==> src/balu_pkg.sv <==
/*
  package of the byte alu: register offsets, field positions, reset values,
  operation codes, flag layout and the structs that carry a result.
  assumes a 32-bit avalon-mm slave with byte addresses, one word per register.
*/
package balu_pkg;

  // bus shape
  localparam int unsigned ADDR_W = 6;
  localparam int unsigned DATA_W = 32;

  // register byte offsets
  localparam logic [5:0] OFS_CTRL    = 6'h00;
  localparam logic [5:0] OFS_DEST    = 6'h04;
  localparam logic [5:0] OFS_SRC     = 6'h08;
  localparam logic [5:0] OFS_IMM     = 6'h0c;
  localparam logic [5:0] OFS_PAIR_HI = 6'h10;
  localparam logic [5:0] OFS_FLAGS   = 6'h14;
  localparam logic [5:0] OFS_PROD_LO = 6'h18;
  localparam logic [5:0] OFS_PROD_HI = 6'h1c;

  // ctrl field positions
  localparam int unsigned CTRL_BUSY_BIT = 0;
  localparam int unsigned CTRL_OP_LSB   = 8;

  // reset values
  localparam logic [7:0] RST_BYTE  = 8'h00;
  localparam logic [5:0] RST_FLAGS = 6'h00;

  // execution lengths in core clock cycles
  localparam logic [1:0] CYC_SHORT = 2'h1;
  localparam logic [1:0] CYC_LONG  = 2'h2;

  // constants of the operations
  localparam logic [7:0] BYTE_ONES = 8'hff;
  localparam logic [7:0] BYTE_ZERO = 8'h00;
  localparam logic [7:0] BYTE_ONE  = 8'h01;

  typedef enum logic [4:0] {
    OP_SUM_TWO_REGS            = 5'h00,
    OP_SUM_WITH_CARRY_IN       = 5'h01,
    OP_WORD_PLUS_IMM           = 5'h02,
    OP_DIFFERENCE_REGS         = 5'h03,
    OP_DIFFERENCE_IMM          = 5'h04,
    OP_DIFFERENCE_WITH_BORROW  = 5'h05,
    OP_DIFFERENCE_IMM_BORROW   = 5'h06,
    OP_WORD_MINUS_IMM          = 5'h07,
    OP_BITWISE_CONJ_REGS       = 5'h08,
    OP_BITWISE_CONJ_IMM        = 5'h09,
    OP_BITWISE_DISJ_REGS       = 5'h0a,
    OP_BITWISE_DISJ_IMM        = 5'h0b,
    OP_BITWISE_XOR_REGS        = 5'h0c,
    OP_INVERT_BITS             = 5'h0d,
    OP_ARITH_INVERSE           = 5'h0e,
    OP_SET_SELECTED_BITS       = 5'h0f,
    OP_CLEAR_SELECTED_BITS     = 5'h10,
    OP_PLUS_ONE                = 5'h11,
    OP_MINUS_ONE               = 5'h12,
    OP_ZERO_MINUS_TEST         = 5'h13,
    OP_ZERO_REGISTER           = 5'h14,
    OP_ALL_ONES_REGISTER       = 5'h15,
    OP_UNSIGNED_PRODUCT        = 5'h16
  } balu_op_t;

  // flag word, bit 0 is borrow_out_bit
  typedef struct packed {
    logic nibble_carry;
    logic true_polarity_flag;
    logic signed_wrap_flag;
    logic msb_result_flag;
    logic result_null_flag;
    logic borrow_out_bit;
  } balu_flags_t;

  // which flags an operation class touches
  localparam logic [5:0] MASK_ARITH = 6'h2f;
  localparam logic [5:0] MASK_LOGIC = 6'h0e;
  localparam logic [5:0] MASK_INV   = 6'h0f;
  localparam logic [5:0] MASK_WORD  = 6'h1f;
  localparam logic [5:0] MASK_PROD  = 6'h03;
  localparam logic [5:0] MASK_NONE  = 6'h00;

  typedef struct packed {
    logic [7:0]  lo;
    logic [7:0]  hi;
    balu_flags_t flags;
    logic [5:0]  mask;
    logic        wr_lo;
    logic        wr_hi;
    logic        wr_prod;
    logic        long_op;
  } balu_result_t;

endpackage : balu_pkg

==> src/balu_core.sv <==
/*
  byte alu datapath with its operand, result and flag registers behind an
  avalon-mm slave with waitrequest.
  assumes a single 250 MHz core_clk, synchronous active-high reset and a master
  that holds each request until it sees waitrequest low.
*/
`timescale 1ns/1ps
`default_nettype none

module balu_core
  import balu_pkg::*;
(
  // clock and reset
  input  wire logic              core_clk,
  input  wire logic              reset,
  // avalon-mm slave
  input  wire logic [ADDR_W-1:0] avs_address,
  input  wire logic              avs_read,
  input  wire logic              avs_write,
  input  wire logic [DATA_W-1:0] avs_writedata,
  input  wire logic [3:0]        avs_byteenable,
  output logic      [DATA_W-1:0] avs_readdata,
  output logic                   avs_waitrequest,
  // status towards control logic
  output logic                   busy,
  output logic                   op_done
);

  typedef enum logic [1:0] {
    ST_IDLE  = 2'b00,
    ST_EXEC  = 2'b01,
    ST_EXEC2 = 2'b10
  } balu_state_t;

  balu_state_t  state_reg;
  balu_op_t     op_reg;
  logic [7:0]   dest_reg;
  logic [7:0]   src_reg;
  logic [7:0]   imm_reg;
  logic [7:0]   pair_hi_reg;
  logic [7:0]   prod_lo_reg;
  logic [7:0]   prod_hi_reg;
  balu_flags_t  flags_reg;
  balu_flags_t  flags_next;
  logic         done_reg;
  logic         rd_ready_reg;
  logic [31:0]  rdata_reg;
  logic [31:0]  rdata_next;
  logic         wr_take;
  logic         rd_take;
  logic         lane0;
  logic         commit;
  logic         op_legal;
  balu_result_t res;

  // arithmetic path operands
  logic [7:0]   op_a;
  logic [7:0]   op_b;
  logic         cin;
  logic         is_sub;
  logic [8:0]   sum9;
  logic [4:0]   nib5;
  logic         ar_v;
  logic [15:0]  word_in;
  logic [15:0]  word_res;
  logic [15:0]  prod;
  balu_flags_t  f_arith;
  balu_flags_t  f_word;

  // bus handshake: writes take one cycle, reads one wait state, all stall while busy
  assign busy            = (state_reg != ST_IDLE);
  assign op_done         = done_reg;
  assign lane0           = avs_byteenable[0];
  assign wr_take         = avs_write & ~busy;
  assign rd_take         = avs_read & ~busy & rd_ready_reg;
  assign avs_waitrequest = (avs_write & busy) | (avs_read & ~rd_take);
  assign avs_readdata    = rdata_reg;

  always_comb begin
    op_legal = 1'b1;
    unique case (avs_writedata[4:0])
      5'h00, 5'h01, 5'h02, 5'h03, 5'h04, 5'h05, 5'h06, 5'h07,
      5'h08, 5'h09, 5'h0a, 5'h0b, 5'h0c, 5'h0d, 5'h0e, 5'h0f,
      5'h10, 5'h11, 5'h12, 5'h13, 5'h14, 5'h15, 5'h16: op_legal = 1'b1;
      default: op_legal = 1'b0;
    endcase
  end

  // operand selection for the shared adder
  always_comb begin
    op_a   = dest_reg;
    op_b   = src_reg;
    cin    = 1'b0;
    is_sub = 1'b0;
    unique case (op_reg)
      OP_SUM_WITH_CARRY_IN:      cin = flags_reg.borrow_out_bit;
      OP_DIFFERENCE_REGS:        is_sub = 1'b1;
      OP_DIFFERENCE_IMM: begin
        op_b   = imm_reg;
        is_sub = 1'b1;
      end
      OP_DIFFERENCE_WITH_BORROW: begin
        cin    = flags_reg.borrow_out_bit;
        is_sub = 1'b1;
      end
      OP_DIFFERENCE_IMM_BORROW: begin
        op_b   = imm_reg;
        cin    = flags_reg.borrow_out_bit;
        is_sub = 1'b1;
      end
      OP_ARITH_INVERSE: begin
        op_a   = BYTE_ZERO;
        op_b   = dest_reg;
        is_sub = 1'b1;
      end
      OP_PLUS_ONE:               op_b = BYTE_ONE;
      OP_MINUS_ONE: begin
        op_b   = BYTE_ONE;
        is_sub = 1'b1;
      end
      default: begin
        op_a   = dest_reg;
        op_b   = src_reg;
        cin    = 1'b0;
        is_sub = 1'b0;
      end
    endcase
  end

  // nine and five bit sums keep the carries; the stored byte drops bit 8
  always_comb begin
    if (is_sub) begin
      sum9 = {1'b0, op_a} - {1'b0, op_b} - {8'h00, cin};
      nib5 = {1'b0, op_a[3:0]} - {1'b0, op_b[3:0]} - {4'h0, cin};
      ar_v = (op_a[7] & ~op_b[7] & ~sum9[7]) | (~op_a[7] & op_b[7] & sum9[7]);
    end else begin
      sum9 = {1'b0, op_a} + {1'b0, op_b} + {8'h00, cin};
      nib5 = {1'b0, op_a[3:0]} + {1'b0, op_b[3:0]} + {4'h0, cin};
      ar_v = (op_a[7] & op_b[7] & ~sum9[7]) | (~op_a[7] & ~op_b[7] & sum9[7]);
    end
    f_arith.borrow_out_bit     = sum9[8];
    f_arith.result_null_flag   = (sum9[7:0] == BYTE_ZERO);
    f_arith.msb_result_flag    = sum9[7];
    f_arith.signed_wrap_flag   = ar_v;
    f_arith.true_polarity_flag = sum9[7] ^ ar_v;
    f_arith.nibble_carry       = nib5[4];
  end

  // word path and product
  always_comb begin
    word_in = {pair_hi_reg, dest_reg};
    if (op_reg == OP_WORD_MINUS_IMM) begin
      word_res = word_in - {8'h00, imm_reg};
      f_word.signed_wrap_flag = pair_hi_reg[7] & ~word_res[15];
      f_word.borrow_out_bit   = word_res[15] & ~pair_hi_reg[7];
    end else begin
      word_res = word_in + {8'h00, imm_reg};
      f_word.signed_wrap_flag = ~pair_hi_reg[7] & word_res[15];
      f_word.borrow_out_bit   = ~word_res[15] & pair_hi_reg[7];
    end
    f_word.result_null_flag   = (word_res == 16'h0000);
    f_word.msb_result_flag    = word_res[15];
    f_word.true_polarity_flag = word_res[15] ^ f_word.signed_wrap_flag;
    f_word.nibble_carry       = 1'b0;
    prod = {8'h00, dest_reg} * {8'h00, src_reg};
  end

  // per-operation result, written back flags and long/short length
  always_comb begin
    res         = '0;
    res.lo      = dest_reg;
    res.hi      = pair_hi_reg;
    res.flags   = f_arith;
    res.mask    = MASK_ARITH;
    res.wr_lo   = 1'b1;
    res.long_op = 1'b0;
    unique case (op_reg)
      OP_SUM_TWO_REGS, OP_SUM_WITH_CARRY_IN, OP_DIFFERENCE_REGS, OP_DIFFERENCE_IMM,
      OP_DIFFERENCE_WITH_BORROW, OP_DIFFERENCE_IMM_BORROW, OP_ARITH_INVERSE: begin
        res.lo = sum9[7:0];
      end
      OP_WORD_PLUS_IMM, OP_WORD_MINUS_IMM: begin
        res.lo      = word_res[7:0];
        res.hi      = word_res[15:8];
        res.wr_hi   = 1'b1;
        res.flags   = f_word;
        res.mask    = MASK_WORD;
        res.long_op = 1'b1;
      end
      OP_BITWISE_CONJ_REGS:   res.lo = dest_reg & src_reg;
      OP_BITWISE_CONJ_IMM:    res.lo = dest_reg & imm_reg;
      OP_BITWISE_DISJ_REGS:   res.lo = dest_reg | src_reg;
      OP_BITWISE_DISJ_IMM:    res.lo = dest_reg | imm_reg;
      OP_SET_SELECTED_BITS:   res.lo = dest_reg | imm_reg;
      OP_CLEAR_SELECTED_BITS: res.lo = dest_reg & (BYTE_ONES - imm_reg);
      OP_BITWISE_XOR_REGS:    res.lo = dest_reg ^ src_reg;
      OP_ZERO_MINUS_TEST:     res.lo = dest_reg & dest_reg;
      OP_ZERO_REGISTER:       res.lo = dest_reg ^ dest_reg;
      OP_INVERT_BITS:         res.lo = BYTE_ONES - dest_reg;
      OP_PLUS_ONE, OP_MINUS_ONE: begin
        res.lo = sum9[7:0];
        res.mask = MASK_LOGIC;
      end
      OP_ALL_ONES_REGISTER: begin
        res.lo   = BYTE_ONES;
        res.mask = MASK_NONE;
      end
      OP_UNSIGNED_PRODUCT: begin
        res.wr_lo   = 1'b0;
        res.wr_prod = 1'b1;
        res.lo      = prod[7:0];
        res.hi      = prod[15:8];
        res.flags.result_null_flag = (prod == 16'h0000);
        res.flags.borrow_out_bit   = prod[15];
        res.mask    = MASK_PROD;
        res.long_op = 1'b1;
      end
      default: res.wr_lo = 1'b0;
    endcase
    // logic class: zero, sign and cleared overflow
    unique case (op_reg)
      OP_BITWISE_CONJ_REGS, OP_BITWISE_CONJ_IMM, OP_BITWISE_DISJ_REGS, OP_BITWISE_DISJ_IMM,
      OP_BITWISE_XOR_REGS, OP_SET_SELECTED_BITS, OP_CLEAR_SELECTED_BITS,
      OP_ZERO_MINUS_TEST, OP_ZERO_REGISTER, OP_INVERT_BITS: begin
        res.flags.result_null_flag = (res.lo == BYTE_ZERO);
        res.flags.msb_result_flag  = res.lo[7];
        res.flags.signed_wrap_flag = 1'b0;
        res.mask = (op_reg == OP_INVERT_BITS) ? MASK_INV : MASK_LOGIC;
        res.flags.borrow_out_bit   = 1'b1;
      end
      default: res.mask = res.mask;
    endcase
  end

  // commit at the last execution cycle
  assign commit = ((state_reg == ST_EXEC) & ~res.long_op) | (state_reg == ST_EXEC2);
  assign flags_next = balu_flags_t'((flags_reg & ~res.mask) | (res.flags & res.mask));

  always_ff @(posedge core_clk) begin
    if (reset) begin
      state_reg <= ST_IDLE;
      op_reg    <= OP_SUM_TWO_REGS;
    end else begin
      unique case (state_reg)
        ST_IDLE: begin
          if (wr_take & lane0 & (avs_address == OFS_CTRL) & op_legal) begin
            op_reg    <= balu_op_t'(avs_writedata[4:0]);
            state_reg <= ST_EXEC;
          end
        end
        ST_EXEC:  state_reg <= res.long_op ? ST_EXEC2 : ST_IDLE;
        ST_EXEC2: state_reg <= ST_IDLE;
        default:  state_reg <= ST_IDLE;
      endcase
    end
  end

  always_ff @(posedge core_clk) begin
    if (reset) begin
      done_reg <= 1'b0;
    end else begin
      done_reg <= commit;
    end
  end

  // operand and result registers: software writes when idle, the alu at commit
  always_ff @(posedge core_clk) begin
    if (reset) begin
      dest_reg    <= RST_BYTE;
      src_reg     <= RST_BYTE;
      imm_reg     <= RST_BYTE;
      pair_hi_reg <= RST_BYTE;
      prod_lo_reg <= RST_BYTE;
      prod_hi_reg <= RST_BYTE;
      flags_reg   <= RST_FLAGS;
    end else if (commit) begin
      if (res.wr_lo) begin
        dest_reg <= res.lo;
      end
      if (res.wr_hi) begin
        pair_hi_reg <= res.hi;
      end
      if (res.wr_prod) begin
        prod_lo_reg <= res.lo;
        prod_hi_reg <= res.hi;
      end
      flags_reg <= flags_next;
    end else if (wr_take & lane0) begin
      unique case (avs_address)
        OFS_DEST:    dest_reg    <= avs_writedata[7:0];
        OFS_SRC:     src_reg     <= avs_writedata[7:0];
        OFS_IMM:     imm_reg     <= avs_writedata[7:0];
        OFS_PAIR_HI: pair_hi_reg <= avs_writedata[7:0];
        OFS_PROD_LO: prod_lo_reg <= avs_writedata[7:0];
        OFS_PROD_HI: prod_hi_reg <= avs_writedata[7:0];
        OFS_FLAGS:   flags_reg   <= balu_flags_t'(avs_writedata[5:0]);
        default:     flags_reg   <= flags_reg;
      endcase
    end
  end

  // read data is captured one cycle ahead of the answer
  always_comb begin
    rdata_next = 32'h0000_0000;
    unique case (avs_address)
      OFS_CTRL: begin
        rdata_next[CTRL_BUSY_BIT] = busy;
        rdata_next[CTRL_OP_LSB +: 5] = op_reg;
      end
      OFS_DEST:    rdata_next[7:0] = dest_reg;
      OFS_SRC:     rdata_next[7:0] = src_reg;
      OFS_IMM:     rdata_next[7:0] = imm_reg;
      OFS_PAIR_HI: rdata_next[7:0] = pair_hi_reg;
      OFS_FLAGS:   rdata_next[5:0] = flags_reg;
      OFS_PROD_LO: rdata_next[7:0] = prod_lo_reg;
      OFS_PROD_HI: rdata_next[7:0] = prod_hi_reg;
      default:     rdata_next = 32'h0000_0000;
    endcase
  end

  always_ff @(posedge core_clk) begin
    if (reset) begin
      rd_ready_reg <= 1'b0;
      rdata_reg    <= 32'h0000_0000;
    end else if (avs_read & ~busy & ~rd_ready_reg) begin
      rd_ready_reg <= 1'b1;
      rdata_reg    <= rdata_next;
    end else begin
      rd_ready_reg <= 1'b0;
    end
  end

endmodule : balu_core

`default_nettype wire

==> config.mk <==
export PLATFORM = sky130hd
export DESIGN_NAME = balu_core
export DESIGN_NICKNAME = d
export VERILOG_FILES = /design/src/balu_pkg.sv /design/src/balu_core.sv
export SDC_FILE = /design/constraint.sdc
export NUM_CORES = 1
export LEC_CHECK = 0
export BUFFER_PORTS_ARGS = -buffer_cell sky130_fd_sc_hd__buf_2
export CAP_MARGIN = 20
export CELL_PAD_IN_SITES_DETAIL_PLACEMENT = 1
export CELL_PAD_IN_SITES_GLOBAL_PLACEMENT = 2
export CORE_ASPECT_RATIO = 0.5
export CORE_UTILIZATION = 37
export CTS_BUF_LIST = sky130_fd_sc_hd__clkbuf_16
export DETAILED_ROUTE_END_ITERATION = 8
export PLACE_DENSITY_LB_ADDON = 0.1
export SYNTH_ARGS = -nofsm -noshare
export SYNTH_HDL_FRONTEND = slang
export SYNTH_SLANG_ARGS = --single-unit
==> constraint.sdc <==
create_clock -name core_clk -period 7.65 [get_ports core_clk]
set_input_delay 0 -clock core_clk [delete_from_list [all_inputs] [get_ports core_clk]]
set_output_delay 0 -clock core_clk [all_outputs]
set_load 0.05 [all_outputs]
# Word-level counts from Yosys, hierarchy flattened
# Memory sizes are Yosys's and may differ from the RTL's.
# Cells that the tools add are included.
[totals] register_bits=76 latchBits=0 mem_bits_rw=0 rom_bits=32 inputBits=46 elab_cells=199 mem_count=1
[memory_table] name="(no name shown)" words=32 word_bits=1 read_ports=1 rd_ports_with_merged_regs=0 wr=0 line="balu_core.sv:81" source="unique case (avs_writedata[4:0])"
[op_classes] addsub=12 multipliers=1 n_div=0 order_cmp=0 eq_ne=35 shifts=0 mux=49 n_bitwise=52 n_reduce_logical=32
[op_table] op="8-bit two-way mux" n=17
[op_table] op="8-bit case mux with 13 select lines" n=1
[op_table] op="5-bit by 4-bit == test with 1-bit output, second input constant" n=8
[op_table] op="5-bit == test, second input constant" n=7
[op_table] op="5-bit case mux with 7 select lines" n=1
[op_table] op="8-bit AND" n=4
[op_table] op="16-bit zero test" n=2
[op_table] op="6-bit by 5-bit == test with 1-bit output, second input constant" n=4
[op_table] op="6-bit two-way mux" n=4
[op_table] op="6-bit case mux with 4 select lines" n=1
[op_table] op="8-bit case mux with 3 select lines" n=1
[op_table] op="1-bit AND" n=22
[op_table] op="22-bit OR reduction" n=1
[op_table] op="5-bit by 3-bit == test with 1-bit output, second input constant" n=4
[op_table] op="3-bit AND reduction" n=6
[op_table] op="16-bit by 8-bit adder with 16-bit output" n=1
[op_table] op="8-bit zero test" n=2
[op_table] op="8-bit by 8-bit multiplier with 16-bit output" n=1
[op_table] op="16-bit two-way mux" n=1
[op_table] op="8-bit bitwise OR" n=2
[op_table] op="8-bit case mux with 2 select lines" n=1
[op_table] op="16-bit by 8-bit subtractor with 16-bit output" n=1
[op_table] op="8-bit subtractor, first input constant" n=2
[op_table] op="8-bit bitwise XOR" n=2
[op_table] op="40 further kinds" n=85

# Longest topological paths before layout
[depth] ltp_word=15 depth_mapped=21 mapped_depth_nobuf=19

# Worst setup path before layout
# No wires, ideal clock.
[synth_path] path_type="register to register" startpoint="register dest_reg[1]" endpoint="register (tool-made name)" arrival_time_ns=5.275 t_required_ns=7.517 setup_slack_ns=2.242 path_stages_with_launch=21 path_buffers=2 cell_sequence="dfxtp_1 > clkbuf_1 > clkbuf_1 > nand2_1 > fa_1 > fa_1 > inv_1 > fa_1 > inv_1 > fa_1 > inv_1 > ha_1 > o21ai_0 > o21bai_1 > a2111oi_1 > o41ai_1 > a21oi_1 > xnor2_1 > nor2_1 > o41ai_1 > a31oi_1"
[synth_lines] element="from (decl)" line="balu_core.sv:37" source="logic [7:0] dest_reg;"
[synth_lines] element="from (signal assigned)" line="balu_core.sv:278" source="dest_reg <= res.lo;"
[synth_lines] element="from (signal assigned)" line="balu_core.sv:290" source="OFS_DEST: dest_reg <= avs_writedata[7:0];"

==> impl_results.html <==
<table>
<tr><th>Metric</th><th>Value</th></tr>
<tr><th colspan="2">Status</th></tr>
<tr><td>Outcome</td><td>finished clean</td></tr>
<tr><th colspan="2">Die</th></tr>
<tr><td>Placeable core area</td><td>25400 um^2</td></tr>
<tr><td>Width of the die</td><td>230 um</td></tr>
<tr><td>Floorplan die height</td><td>116 um</td></tr>
<tr><td>Row count</td><td>41</td></tr>
<tr><td>Die area</td><td>26800 um^2</td></tr>
<tr><td>I/O pin total</td><td>81</td></tr>
<tr><td>Effective utilization at floorplan</td><td>0.380</td></tr>
<tr><th colspan="2">Clock tree</th></tr>
<tr><td>Sink count of the clock tree</td><td>76</td></tr>
<tr><td>CTS H-Tree Depth</td><td>3</td></tr>
<tr><td>Longest Clk Path Bufs</td><td>2</td></tr>
<tr><td>Clock tree from TritonCTS</td><td>yes</td></tr>
<tr><td>Latest clock arrival within the worst-skew pair</td><td>340 ps</td></tr>
<tr><td>Number of buffers inserted for hold repair after clock tree synthesis</td><td>0</td></tr>
<tr><td>Clock Pin Slew Worst Setup and Hold Paths</td><td>60 ps</td></tr>
<tr><td>Post-CTS setup repair buffer count</td><td>0</td></tr>
<tr><td>Post-cts repair resize count</td><td>0</td></tr>
<tr><td>CTS buffer count</td><td>9</td></tr>
<tr><td>Clock root cell</td><td>sky130_fd_sc_hd__clkbuf_16</td></tr>
<tr><th colspan="2">Routing</th></tr>
<tr><td>Via Count</td><td>9633</td></tr>
<tr><td>Routed wl met3</td><td>3070 um</td></tr>
<tr><td>Top Metal Used</td><td>met4</td></tr>
<tr><td>Number of remaining DRC errors</td><td>0</td></tr>
<tr><td>Average vias per placed instance</td><td>6.04</td></tr>
<tr><td>Routed length on met2</td><td>15700 um</td></tr>
<tr><td>Detailed router's first-iteration violation count</td><td>997</td></tr>
<tr><td>First-pass iteration count of the detailed router</td><td>7</td></tr>
<tr><td>Routed wirelength normalized by instance count</td><td>24.7 um</td></tr>
<tr><td>Metal1 wirelength</td><td>19500 um</td></tr>
<tr><td>Sum of routed wire length over all layers</td><td>39300 um</td></tr>
<tr><td>Residual antenna-violating net count after detailed routing</td><td>0</td></tr>
<tr><th colspan="2">Layout</th></tr>
<tr><td>Net count, final</td><td>1418</td></tr>
<tr><td>Most common library cell in the layout ignoring fill and taps</td><td>sky130_fd_sc_hd__nor2_1</td></tr>
<tr><td>Layout cell share with drive strength beyond 1</td><td>0.0905</td></tr>
<tr><td>Synth-to-layout area growth</td><td>6.61%</td></tr>
<tr><td>Post-layout util</td><td>0.405</td></tr>
<tr><td>Final design instance area without fill</td><td>10300 um^2</td></tr>
<tr><td>Highest-count cells in the layout ignoring fill and taps</td><td>sky130_fd_sc_hd__nor2_1, sky130_fd_sc_hd__inv_1, sky130_fd_sc_hd__nand2_1, sky130_fd_sc_hd__ha_1, sky130_fd_sc_hd__dfxtp_1</td></tr>
<tr><td>Flip-flop count of the largest register, all copies and words added</td><td>13</td></tr>
<tr><th colspan="2">Worst setup path</th></tr>
<tr><td>Worst-case register-to-register setup slack</td><td>1320 ps</td></tr>
<tr><td>Kind of critical path</td><td>reg2reg</td></tr>
<tr><td>Max stage delay cell, worst path</td><td>sky130_fd_sc_hd__dfxtp_1</td></tr>
<tr><td>Delay of the slowest critical-path stage</td><td>850 ps</td></tr>
<tr><td>Critical path required time</td><td>7840 ps</td></tr>
<tr><td>CP Cell Sequence</td><td>nand2_1 -&gt; fa_1 -&gt; fa_1 -&gt; inv_1 -&gt; fa_1 -&gt; inv_1 -&gt; fa_1 -&gt; inv_1 -&gt; ha_1 -&gt; o21ai_0 -&gt; o21bai_1 -&gt; a2111oi_1 -&gt; o41ai_1 -&gt; a21oi_1 -&gt; xnor2_1 -&gt; nor2_1 -&gt; o41ai_1 -&gt; a31oi_1</td></tr>
<tr><td>Biggest fanout along the worst timing path</td><td>13</td></tr>
<tr><td>Arrival @ worst endpoint</td><td>6510 ps</td></tr>
<tr><td>Most frequent CP cell</td><td>sky130_fd_sc_hd__fa_1</td></tr>
<tr><td>Register-to-Register Path Depth</td><td>18</td></tr>
<tr><td>Setup crit end kind</td><td>flip-flop</td></tr>
<tr><td>Critical R2R Launch</td><td>src_reg[5]</td></tr>
<tr><td>Kind of start point of the critical path</td><td>flip-flop</td></tr>
<tr><th colspan="2">STA</th></tr>
<tr><td>Count of final setup violators</td><td>0</td></tr>
<tr><td>Clock tree skew after final layout</td><td>13.2 ps</td></tr>
<tr><td>Number of slew-limit violations in the final report</td><td>0</td></tr>
<tr><td>Minimum clock period after layout</td><td>6330 ps</td></tr>
<tr><td>Post-Route Hold Slack</td><td>24.9 ps</td></tr>
<tr><td>Highest Clock Rate</td><td>158 MHz</td></tr>
<tr><td>Slew at the pin closest to its max-slew limit</td><td>1070 ps</td></tr>
<tr><td>Accumulated negative setup slack</td><td>0 ps</td></tr>
<tr><td>Hold Vio Cnt, Final</td><td>0</td></tr>
<tr><td>Worst slew margin relative to its limit</td><td>0.282</td></tr>
<tr><td>Final clock period utilization by the worst path</td><td>0.827</td></tr>
<tr><td>Unrepaired setup endpoints after global routing</td><td>false</td></tr>
<tr><th colspan="2">Placed design</th></tr>
<tr><td>Placed cell areas</td><td>10000 um^2</td></tr>
<tr><td>DP HPWL</td><td>30500 um</td></tr>
<tr><td>Final weighted congestion of routability-driven global placement</td><td>0.967</td></tr>
<tr><td>Count of input and output buffers</td><td>34</td></tr>
<tr><th colspan="2">Pwr</th></tr>
<tr><td>Power per cell area</td><td>86.4 nW/um^2</td></tr>
<tr><td>Leak pwr</td><td>4.56 nW</td></tr>
<tr><td>Peak supply drop</td><td>0.000105 V</td></tr>
<tr><th colspan="2">Global routing</th></tr>
<tr><td>Total congestion overflow</td><td>0</td></tr>
<tr><td>Antenna violations before repair</td><td>0</td></tr>
<tr><td>Via count of the first global-routing pass</td><td>9407</td></tr>
<tr><td>First-pass GRT wire length</td><td>59300 um</td></tr>
<tr><td>Maximum number of pins on one net before global-route repair</td><td>77</td></tr>
<tr><td>Global-route usage over all layers</td><td>0.295</td></tr>
<tr><th colspan="2">Synth</th></tr>
<tr><td>Synth top area share</td><td>0.158</td></tr>
<tr><td>Share of synthesized flip-flops with an asynchronous set or reset</td><td>0</td></tr>
<tr><td>Largest cells by area after synthesis</td><td>sky130_fd_sc_hd__dfxtp_1, sky130_fd_sc_hd__ha_1, sky130_fd_sc_hd__fa_1</td></tr>
<tr><td>Number of enable flip-flop cells after synthesis</td><td>0</td></tr>
<tr><td>Most common flop cell mapped by yosys</td><td>sky130_fd_sc_hd__dfxtp_1</td></tr>
<tr><td>Yosys cell types</td><td>93</td></tr>
<tr><td>Warning count from the yosys run</td><td>0</td></tr>
<tr><td>Number of synthesized register bits</td><td>76</td></tr>
<tr><td>Largest area contributor in the synthesized netlist</td><td>sky130_fd_sc_hd__dfxtp_1</td></tr>
<tr><td>Total standard cell area after synthesis</td><td>9660 um^2</td></tr>
<tr><td>Per-instance average area after synthesis</td><td>7.70 um^2</td></tr>
<tr><td>Count of mapped cells out of synthesis</td><td>1254</td></tr>
<tr><td>Sequential-to-total area share from yosys stat</td><td>0.158</td></tr>
<tr><th colspan="2">Hold path</th></tr>
<tr><td>Endpoint of the worst hold path</td><td>op_reg[1]</td></tr>
<tr><td>Hold-critical path depth</td><td>3</td></tr>
<tr><td>Worst Hold Class</td><td>in2reg</td></tr>
<tr><td>Launch point of the worst hold path</td><td>avs_writedata[1]</td></tr>
<tr><th colspan="2">Flow run</th></tr>
<tr><td>Number of violations of the max-capacitance limit</td><td>0</td></tr>
</table>
stage by stage:
stage	setup WS (ps)	instances	total power, mW
final	1320	1594	0.889
after global routing	1090	1593	0.913
after CTS	1380	1592	0.889
after detailed placement	1450	1576	0.495
after global placement	1500	1576	0.494
after floorplan	2240	1272	0.476
worst max-delay path, delay by kind of cell, from the launching register on:
kind	cells	cell delay [ps]
fa+ha+maj	5	2500
xor+xnor	1	240
buf+inv	3	150
flops	1	850
compound gates	7	2020
simple gates	2	390
worst max path at each step:
stage / slack [ps] / end / from
2_1_floorplan: 2240 / flip-flop / dest_reg[1]
3_3_place_gp: 1500 / flip-flop / src_reg[5]
3_5_place_dp: 1450 / flip-flop / src_reg[5]
4_1_cts: 1380 / flip-flop / src_reg[5]
5_1_grt: 1090 / flip-flop / src_reg[5]
6_report: 1320 / flip-flop / src_reg[5]
cell families (layout without fill, tap and decap cells):
logic type | after synthesis | after routing | synth area share
adder cells (fa/ha/maj) | 128 | 128 | 0.198
AO/OA/AOI/OAI | 306 | 306 | 0.225
flip-flops | 76 | 76 | 0.158
buffers and inverters | 203 | 180 | 0.0915
AND/OR/NAND/NOR | 446 | 446 | 0.231
multiplexers | 57 | 57 | 0.0625
XOR/XNOR | 37 | 37 | 0.0336
other | 1 | 20 | 0.000388
cell type report:
class | count | area [um^2]
Antenna cell | 1 | 2.50
Clock buffer | 9 | 225
Clock inverter | 7 | 43.8
Fill cell | 3147 | 15100
Inverter | 105 | 394
Multi-Input combinational cell | 993 | 7320
Sequential cell | 76 | 1520
Tap cell | 344 | 430
Timing Repair Buffer | 59 | 358
report_power, final:
part           internal (mW)  total, mW  switching (mW)
combinational         0.0186     0.0885          0.0699
clock                  0.219      0.402           0.183
sequential             0.397      0.399         0.00221
Yosys cell counts, types with 7 or more instances:
cell type and n:
sky130_fd_sc_hd__nor3_1 19, sky130_fd_sc_hd__nand2_1 101, sky130_fd_sc_hd__or3_1 10, sky130_fd_sc_hd__nor2_1 140
sky130_fd_sc_hd__inv_1 103, sky130_fd_sc_hd__buf_2 13, sky130_fd_sc_hd__nor2b_1 16, sky130_fd_sc_hd__xnor2_1 26
sky130_fd_sc_hd__a21o_1 8, sky130_fd_sc_hd__a31oi_1 10, sky130_fd_sc_hd__o22ai_1 12, sky130_fd_sc_hd__a21oi_1 71
sky130_fd_sc_hd__o21ai_0 42, sky130_fd_sc_hd__buf_4 24, sky130_fd_sc_hd__nand2b_1 15, sky130_fd_sc_hd__a222oi_1 7
sky130_fd_sc_hd__dfxtp_1 76, sky130_fd_sc_hd__and2_1 51, sky130_fd_sc_hd__o211ai_1 9, sky130_fd_sc_hd__o31ai_1 13
sky130_fd_sc_hd__mux2i_1 49, sky130_fd_sc_hd__ha_1 86, sky130_fd_sc_hd__a221oi_1 10, sky130_fd_sc_hd__xor2_1 11
sky130_fd_sc_hd__nor4_1 8, sky130_fd_sc_hd__fa_1 42, sky130_fd_sc_hd__and3_1 12, sky130_fd_sc_hd__o2111ai_1 8
sky130_fd_sc_hd__nand4_1 10, sky130_fd_sc_hd__a22oi_1 21, sky130_fd_sc_hd__a211oi_1 25, sky130_fd_sc_hd__clkbuf_1 53
sky130_fd_sc_hd__nand3_1 28
per-layer routing:
layer  vias up  track usage
met5         -            0
met2       392        0.429
met4         0       0.0799
met3        61       0.0359
li1       4359            -
met1      4821        0.451
(Power assumes the default switching activity.)
